File: config.mk
export PLATFORM = sky130hd
export DESIGN_NAME = dds_output_select_and_sleep
export DESIGN_NICKNAME = d
export VERILOG_FILES = /design/src/dds_output_select_and_sleep.v /design/src/dds_sine_rom.v /design/src/dds_square_div.v
export VERILOG_INCLUDE_DIRS = /design/src /design/src/src
export SDC_FILE = /design/constraint.sdc
export NUM_CORES = 1
export LEC_CHECK = 0
export ABC_CLOCK_PERIOD_IN_PS = 6200
export BUFFER_PORTS_ARGS = -buffer_cell sky130_fd_sc_hd__buf_2
export CORE_MARGIN = 5
export CORE_UTILIZATION = 45
export CTS_CLUSTER_SIZE = 30
export DETAILED_ROUTE_END_ITERATION = 16
export PLACE_DENSITY = 0.69
export SYNTH_ARGS = -nofsm -noshare
export SYNTH_HDL_FRONTEND = slang
export SYNTH_SLANG_ARGS = --single-unit
File: constraint.sdc
create_clock -name clk_i -period 6.2 [get_ports clk_i]
set_input_delay 0.93 -clock clk_i [delete_from_list [all_inputs] [get_ports clk_i]]
set_output_delay 0.93 -clock clk_i [all_outputs]
set_load 0.01 [all_outputs]
File: src/dds_defs.vh
`ifndef DDS_DEFS_VH
`define DDS_DEFS_VH

// =====================================================
// register offsets
`define DDS_ADR_CTRL      8'h00
`define DDS_ADR_FREQ0     8'h04
`define DDS_ADR_FREQ1     8'h08
`define DDS_ADR_PHASE0    8'h0c
`define DDS_ADR_PHASE1    8'h10
`define DDS_ADR_STATUS    8'h14

// =====================================================
// control field positions
`define DDS_CTRL_MODE     1
`define DDS_CTRL_HALVE    3
`define DDS_CTRL_SQ       5
`define DDS_CTRL_DACPD    6
`define DDS_CTRL_CLKDIS   7
`define DDS_CTRL_PSEL     10
`define DDS_CTRL_FSEL     11
`define DDS_CTRL_MASK     16'h0cea

// =====================================================
// reset values
`define DDS_CTRL_RST      16'h0000
`define DDS_FREQ_RST      28'h0000000
`define DDS_PHASE_RST     12'h000
`define DDS_OUT_MID       10'h200
`define DDS_RAMP_RST      10'h000
`define DDS_SQ_HI         10'h3ff
`define DDS_SQ_LO         10'h000

// =====================================================
// status field positions
`define DDS_ST_CODE_LSB   12
`define DDS_ST_RUN        24
`define DDS_ST_DACPD      25

// =====================================================
// widths and timing
`define DDS_FREQ_W        28
`define DDS_PHASE_W       12
`define DDS_DAC_W         10
`define DDS_PIPE_LAT      3

`endif

File: src/dds_output_select_and_sleep.v
`timescale 1ns/1ns
`default_nettype none
`include "dds_defs.vh"

module dds_output_select_and_sleep (
	input  wire                   clk_i,
	input  wire                   rst_i,
	input  wire                   wb_cyc_i,
	input  wire                   wb_stb_i,
	input  wire                   wb_we_i,
	input  wire [7:0]             wb_adr_i,
	input  wire [3:0]             wb_sel_i,
	input  wire [31:0]            wb_dat_i,
	output reg  [31:0]            wb_dat_o,
	output reg                    wb_ack_o,
	output reg  [`DDS_DAC_W-1:0]  analog_output_pin_o,
	output reg                    dac_powerdown_o,
	output reg                    clock_running_o
);

// =====================================================
// byte lane merge
function [31:0] dds_merge;
	input [31:0] old_v;
	input [31:0] new_v;
	input [3:0]  sel;
	integer      k;
	begin
		dds_merge = old_v;
		for (k = 0; k < 4; k = k + 1) begin
			if (sel[k]) begin
				dds_merge[k*8 +: 8] = new_v[k*8 +: 8];
			end
		end
	end
endfunction

// =====================================================
// declarations
reg  [15:0]              ctrl_r;
reg  [`DDS_FREQ_W-1:0]   freq0_r;
reg  [`DDS_FREQ_W-1:0]   freq1_r;
reg  [`DDS_PHASE_W-1:0]  phase0_r;
reg  [`DDS_PHASE_W-1:0]  phase1_r;
reg  [`DDS_FREQ_W-1:0]   acc_r;
reg  [`DDS_PHASE_W-1:0]  phase_r;
reg  [`DDS_DAC_W-1:0]    ramp_r;
reg  [31:0]              rd_nxt;
reg  [`DDS_DAC_W-1:0]    out_nxt;

wire                     req;
wire                     wr;
wire                     wr_ctrl;
wire                     wr_freq0;
wire                     wr_freq1;
wire                     wr_phase0;
wire                     wr_phase1;
wire [2:0]               src_sel;
wire                     run;
wire                     clk_dis;
wire                     mode;
wire                     sq_en;
wire                     halve;
wire [31:0]              m_ctrl;
wire [31:0]              m_freq0;
wire [31:0]              m_freq1;
wire [31:0]              m_phase0;
wire [31:0]              m_phase1;
wire [`DDS_FREQ_W-1:0]   selected_frequency_word;
wire [`DDS_PHASE_W-1:0]  selected_phase_word;
wire [`DDS_DAC_W-1:0]    sine_code;
wire                     sq_bit;

// =====================================================
// control decode
assign clk_dis = ctrl_r[`DDS_CTRL_CLKDIS];
assign run     = ~clk_dis;
assign mode    = ctrl_r[`DDS_CTRL_MODE];
assign sq_en   = ctrl_r[`DDS_CTRL_SQ];
assign halve   = ctrl_r[`DDS_CTRL_HALVE];

// =====================================================
// wishbone slave, one wait state
assign req = wb_cyc_i & wb_stb_i & ~wb_ack_o;
assign wr  = req & wb_we_i;

assign m_ctrl   = dds_merge({16'h0000, ctrl_r}, wb_dat_i, wb_sel_i);
assign m_freq0  = dds_merge({4'h0, freq0_r}, wb_dat_i, wb_sel_i);
assign m_freq1  = dds_merge({4'h0, freq1_r}, wb_dat_i, wb_sel_i);
assign m_phase0 = dds_merge({20'h00000, phase0_r}, wb_dat_i, wb_sel_i);
assign m_phase1 = dds_merge({20'h00000, phase1_r}, wb_dat_i, wb_sel_i);

always @(posedge clk_i) begin
	if (rst_i) begin
		wb_ack_o <= 1'b0;
	end else begin
		wb_ack_o <= req;
	end
end

// =====================================================
// address match, one write strobe per writable register, none for status
function dds_hit;
	input [7:0] adr;
	input [7:0] offs;
	begin
		dds_hit = (adr == offs);
	end
endfunction

assign wr_ctrl   = wr & dds_hit(wb_adr_i, `DDS_ADR_CTRL);
assign wr_freq0  = wr & dds_hit(wb_adr_i, `DDS_ADR_FREQ0);
assign wr_freq1  = wr & dds_hit(wb_adr_i, `DDS_ADR_FREQ1);
assign wr_phase0 = wr & dds_hit(wb_adr_i, `DDS_ADR_PHASE0);
assign wr_phase1 = wr & dds_hit(wb_adr_i, `DDS_ADR_PHASE1);

// =====================================================
// registers, written whether or not the clock is disabled
always @(posedge clk_i) begin
	if (rst_i) begin
		ctrl_r <= `DDS_CTRL_RST;
	end else if (wr_ctrl) begin
		ctrl_r <= m_ctrl[15:0] & `DDS_CTRL_MASK;
	end
end

always @(posedge clk_i) begin
	if (rst_i) begin
		freq0_r <= `DDS_FREQ_RST;
	end else if (wr_freq0) begin
		freq0_r <= m_freq0[`DDS_FREQ_W-1:0];
	end
end

always @(posedge clk_i) begin
	if (rst_i) begin
		freq1_r <= `DDS_FREQ_RST;
	end else if (wr_freq1) begin
		freq1_r <= m_freq1[`DDS_FREQ_W-1:0];
	end
end

always @(posedge clk_i) begin
	if (rst_i) begin
		phase0_r <= `DDS_PHASE_RST;
	end else if (wr_phase0) begin
		phase0_r <= m_phase0[`DDS_PHASE_W-1:0];
	end
end

always @(posedge clk_i) begin
	if (rst_i) begin
		phase1_r <= `DDS_PHASE_RST;
	end else if (wr_phase1) begin
		phase1_r <= m_phase1[`DDS_PHASE_W-1:0];
	end
end

// =====================================================
// read mux
always @* begin
	rd_nxt = 32'h00000000;
	case (wb_adr_i)
		`DDS_ADR_CTRL: begin
			rd_nxt = {16'h0000, ctrl_r};
		end
		`DDS_ADR_FREQ0: begin
			rd_nxt = {4'h0, freq0_r};
		end
		`DDS_ADR_FREQ1: begin
			rd_nxt = {4'h0, freq1_r};
		end
		`DDS_ADR_PHASE0: begin
			rd_nxt = {20'h00000, phase0_r};
		end
		`DDS_ADR_PHASE1: begin
			rd_nxt = {20'h00000, phase1_r};
		end
		`DDS_ADR_STATUS: begin
			rd_nxt[`DDS_PHASE_W-1:0] = phase_r;
			rd_nxt[`DDS_ST_CODE_LSB +: `DDS_DAC_W] = analog_output_pin_o;
			rd_nxt[`DDS_ST_RUN] = clock_running_o;
			rd_nxt[`DDS_ST_DACPD] = dac_powerdown_o;
		end
		default: begin
			rd_nxt = 32'h00000000;
		end
	endcase
end

always @(posedge clk_i) begin
	if (rst_i) begin
		wb_dat_o <= 32'h00000000;
	end else if (req && !wb_we_i) begin
		wb_dat_o <= rd_nxt;
	end
end

// =====================================================
// register selection, follows select bits every cycle
assign selected_frequency_word = ctrl_r[`DDS_CTRL_FSEL] ? freq1_r : freq0_r;
assign selected_phase_word = ctrl_r[`DDS_CTRL_PSEL] ? phase1_r : phase0_r;

// =====================================================
// phase accumulator, stage 0
always @(posedge clk_i) begin
	if (rst_i) begin
		acc_r <= `DDS_FREQ_RST;
	end else if (run) begin
		acc_r <= acc_r + selected_frequency_word;
	end
end

// =====================================================
// phase offset, stage 1
always @(posedge clk_i) begin
	if (rst_i) begin
		phase_r <= `DDS_PHASE_RST;
	end else if (run) begin
		phase_r <= acc_r[`DDS_FREQ_W-1 -: `DDS_PHASE_W] + selected_phase_word;
	end
end

// =====================================================
// waveform sources, stage 2
always @(posedge clk_i) begin
	if (rst_i) begin
		ramp_r <= `DDS_RAMP_RST;
	end else if (run) begin
		ramp_r <= phase_r[11] ? ~phase_r[10:1] : phase_r[10:1];
	end
end

dds_sine_rom u_rom (
	.clk_i   (clk_i),
	.rst_i   (rst_i),
	.en_i    (run),
	.phase_i (phase_r),
	.code_o  (sine_code)
);

dds_square_div u_sq (
	.clk_i   (clk_i),
	.rst_i   (rst_i),
	.en_i    (run),
	.msb_i   (phase_r[11]),
	.halve_i (halve),
	.sq_o    (sq_bit)
);

// =====================================================
// source select, square wins the reserved combination
localparam [2:0] SRC_SINE = 3'b001;
localparam [2:0] SRC_RAMP = 3'b010;
localparam [2:0] SRC_SQ   = 3'b100;

assign src_sel = sq_en ? SRC_SQ : (mode ? SRC_RAMP : SRC_SINE);

// =====================================================
// output select, stage 3
always @* begin
	out_nxt = sine_code;
	case (src_sel)
		SRC_SINE: begin
			out_nxt = sine_code;
		end
		SRC_RAMP: begin
			out_nxt = ramp_r;
		end
		SRC_SQ: begin
			out_nxt = sq_bit ? `DDS_SQ_HI : `DDS_SQ_LO;
		end
		default: begin
			out_nxt = sine_code;
		end
	endcase
end

always @(posedge clk_i) begin
	if (rst_i) begin
		analog_output_pin_o <= `DDS_OUT_MID;
	end else if (run) begin
		analog_output_pin_o <= out_nxt;
	end
end

// =====================================================
// power down outputs
always @(posedge clk_i) begin
	if (rst_i) begin
		dac_powerdown_o <= 1'b0;
		clock_running_o <= 1'b1;
	end else begin
		dac_powerdown_o <= ctrl_r[`DDS_CTRL_DACPD];
		clock_running_o <= run;
	end
end

endmodule // dds_output_select_and_sleep
`default_nettype wire

File: src/dds_sine_rom.v
`timescale 1ns/1ns
`default_nettype none
`include "dds_defs.vh"

module dds_sine_rom (
	input  wire                     clk_i,
	input  wire                     rst_i,
	input  wire                     en_i,
	input  wire [`DDS_PHASE_W-1:0]  phase_i,
	output reg  [`DDS_DAC_W-1:0]    code_o
);

// =====================================================
// quarter wave table, 32 entries of 9 bits
localparam [32*9-1:0] TABLE = {
	9'h1ff, 9'h1fe, 9'h1fb, 9'h1f7, 9'h1f3, 9'h1ec, 9'h1e5, 9'h1dd,
	9'h1d3, 9'h1c8, 9'h1bd, 9'h1b0, 9'h1a2, 9'h193, 9'h183, 9'h172,
	9'h160, 9'h14e, 9'h13a, 9'h126, 9'h111, 9'h0fc, 9'h0e6, 9'h0cf,
	9'h0b8, 9'h0a0, 9'h088, 9'h070, 9'h057, 9'h03f, 9'h026, 9'h00d
};

wire [4:0] idx;
wire [8:0] amp;

assign idx = phase_i[10] ? ~phase_i[9:5] : phase_i[9:5];
assign amp = TABLE[idx*9 +: 9];

// =====================================================
// registered read, held while stalled
always @(posedge clk_i) begin
	if (rst_i) begin
		code_o <= `DDS_OUT_MID;
	end else if (en_i) begin
		code_o <= phase_i[11] ? (10'h1ff - {1'b0, amp}) : (10'h200 + {1'b0, amp});
	end
end

endmodule // dds_sine_rom
`default_nettype wire

File: src/dds_square_div.v
`timescale 1ns/1ns
`default_nettype none

module dds_square_div (
	input  wire clk_i,
	input  wire rst_i,
	input  wire en_i,
	input  wire msb_i,
	input  wire halve_i,
	output reg  sq_o
);

reg prev_r;
reg div_r;

// =====================================================
// msb pass-through or divide by two
always @(posedge clk_i) begin
	if (rst_i) begin
		prev_r <= 1'b0;
		div_r  <= 1'b0;
		sq_o   <= 1'b0;
	end else if (en_i) begin
		prev_r <= msb_i;
		if (msb_i && !prev_r) begin
			div_r <= ~div_r;
		end
		sq_o <= halve_i ? msb_i : div_r;
	end
end

endmodule // dds_square_div
`default_nettype wire

==> run metrics <==
status finished, final reports clean; Setup crit start ctrl_r[11]; Max Fclk 281 MHz; gr usage total 0.221; busiest grt layer met2; area of the multi-input gates 6680 sq um; grt ovf 0; met2 global-route usage 0.344; Slew headroom 0.387; crit end category flop; hold_sp wb_dat_o[15]; unrepaired setup endpoints after global routing no; Antenna Nets Post-Route 0; Final period util 0.573; Fillers 2300; Die Span Y 166 microns; Synth Flop Type dfxtp_1; max capacitance violation total 0; Slew @ Worst Pin 0.919 ns; Finished Core Util 0.499; CTS H-tree depth 4; share of cells above drive strength 1 0.157; Sw Ratio 0.257; Pleak 4.82 nW; number of enable flip-flop cells after synthesis 0; Vias/cell 5.79; most common cell in the synthesized netlist dfxtp_1; vias in the first global route 8762; Critical Path Slowest Stage Cell dfxtp_1; Netlist cell types 86; PwrDens 203 nW/um^2; via count 9645; Clk pwr share 0.438; Worst Clk Skew 0.0121 ns; CTS resizes 0; CP cell instances buf_4 > mux2_2 > ha_1 > a21oi_1 > and3_1 > o21ai_0 > o211a_1 > o21ai_0 > mux2i_1 > nand2_1; global routing usage on met1 0.305; reg2reg start ctrl_r[11]; Max Root-Sink Buffers 2; Post-DP HPWL 22900 microns; clock sinks 191; # rows 57; port bufs 85; FFs w/ async S/R, synth 0; Final Hold Vio Count 0; Reg clk slew, reported paths 0.08 ns; Psw 0.629 mW; CP Launch Type flop; setup bufs post-CTS 0; Initial DRC Count 949; HP Class flop to flop; Routed WL per cell 19.0 microns; M3 GR Usage 0.0607; design area 12100 sq um; TritonCTS Buffers 17; Hold WS 0.451 ns; Power Total 2.44 mW; die width 166 microns; Crit path arrival time 3.89 ns; slowest stage delay, CP 0.61 ns; gpl congestion 0.948; required time of the critical path 6.53 ns; CP delay by family, top compound AO/OA/AOI/OAI gates; Yosys reg bits 191; WP buf/inv 1; Reg power frac 0.510; Sum Neg Setup Slack 0 ns; sequential share of the synthesized area 0.349; Yosys warnings 0; FF+latch area 3820 sq um; Comb pwr share 0.052; initial antenna violation count 4; syn avg cell area 8.47 sq um; core footprint 24200 sq um; synthesized instance count 1295; area grow syn2layout 9.98%; placed inst area 11500 sq um; leading area contributor after synthesis dfxtp_1; mapped cell area 11000 sq um; I/O Pins 94; Total Wirelength 31600 microns; global-route wire length before repair 49200 microns; number of max-slew violations in the final report 0; DIE AREA 27600 sq um; most used cell, CP o21ai_0; Synth top area share 0.349; worst-path fanout max 23; CTS root buf clkbuf_16; hold_buf cts 0; minimum clock period 3.55 ns; top post-synthesis cells by area dfxtp_1, mux2i_1, a21oi_1; setup violators final 0; fin nets 1422; largest net degree at the start of global routing 82; most frequent cells after synthesis dfxtp_1, nand2_1, nor2_1, a21oi_1, mux2i_1; DRC violations left 0; CTS tree yes; DRT Pass-1 Iters 6; Worst IR Drop VDD 0.000175 V; Setup CP Type flop to flop; Pint 1.81 mW; Clock Latency Late Sink 0.44 ns; starting density of the core 0.454
## cells by family after synthesis
kind of cell,after synthesis,synth area share
AOI/OAI and AO/OA,348,0.213
xor gates and xnor gates,54,0.0445
adders and majority gates,45,0.0527
buffers and inverters,103,0.0436
DFF,191,0.349
muxes,117,0.111
other,1,0.000342
and+or+nand+nor,436,0.186
## path summary, 6_finish.rpt
path,to,slack (ns),depth (start not counted)
hold / removal,wb_dat_o[15],0.45,2
setup / recovery,acc_r[27],2.65,10
hold reg to reg,wb_dat_o[15],0.45,2
setup reg to reg,acc_r[27],2.65,10
## power groups by stage
stage	sequential, mW	combinational [mW]	clock [mW]
CTS	1.25	0.125	1.09
global route	1.25	0.137	1.14
detailed placement	1.27	0.124	0
floorplan	1.27	0.0776	0
global placement	1.27	0.123	0
finish	1.25	0.126	1.07
## flip-flops by register name, indices dropped and copies added (netlist names), 7 cells and up
| signal | cells |
|---|---|
| ramp_r | 10 |
| u_rom.code_o | 10 |
| wb_dat_o | 28 |
| ctrl_r | 7 |
| acc_r | 28 |
| phase1_r | 12 |
| freq1_r | 28 |
| phase_r | 12 |
| freq0_r | 28 |
| analog_output_pin_o | 10 |
| phase0_r | 12 |
## through the flow
stage	setup slack, ns	instances
floorplan	2.70	1298
global placement	2.35	1633
detailed placement	2.39	1633
CTS	2.73	1665
global route	2.54	1666
finish	2.65	1666
## tightest hold or removal path: stages (launching register included)
cell and delay [ns]:
dfxtp_1 0.31, nand2_1 0.05, a21oi_1 0.05
## cells in the final DEF, fill, tap and decap left out, types with 18 or more instances in the layout
cell type and instances:
a211oi_1 18, a21o_1 26, a21oi_1 134, buf_2 84, dfxtp_1 190, ha_1 43, mux2_2 40, mux2i_1 77
nand2_1 159, nand3_1 34, nor2_1 138, nor3_1 28, o21ai_0 43, xnor2_1 21, xor2_1 31
## layer usage
layer / share of wire / routed length (microns)
met1: 0.44 / 14100
met2: 0.45 / 14300
met3: 0.085 / 2670
met5: 0.0011 / 34
met4: 0.019 / 595
## layout make-up
cell class / instances / share of cell area
well taps: 324 / 0.0336
repair buffers: 96 / 0.0423
inverters: 18 / 0.00560
diodes: 1 / 0.000207
multi-input cells: 1004 / 0.553
clock inverters: 14 / 0.0120
clock buffers: 18 / 0.0356
flip-flops and latches: 191 / 0.317
(Power assumes the default switching activity.)
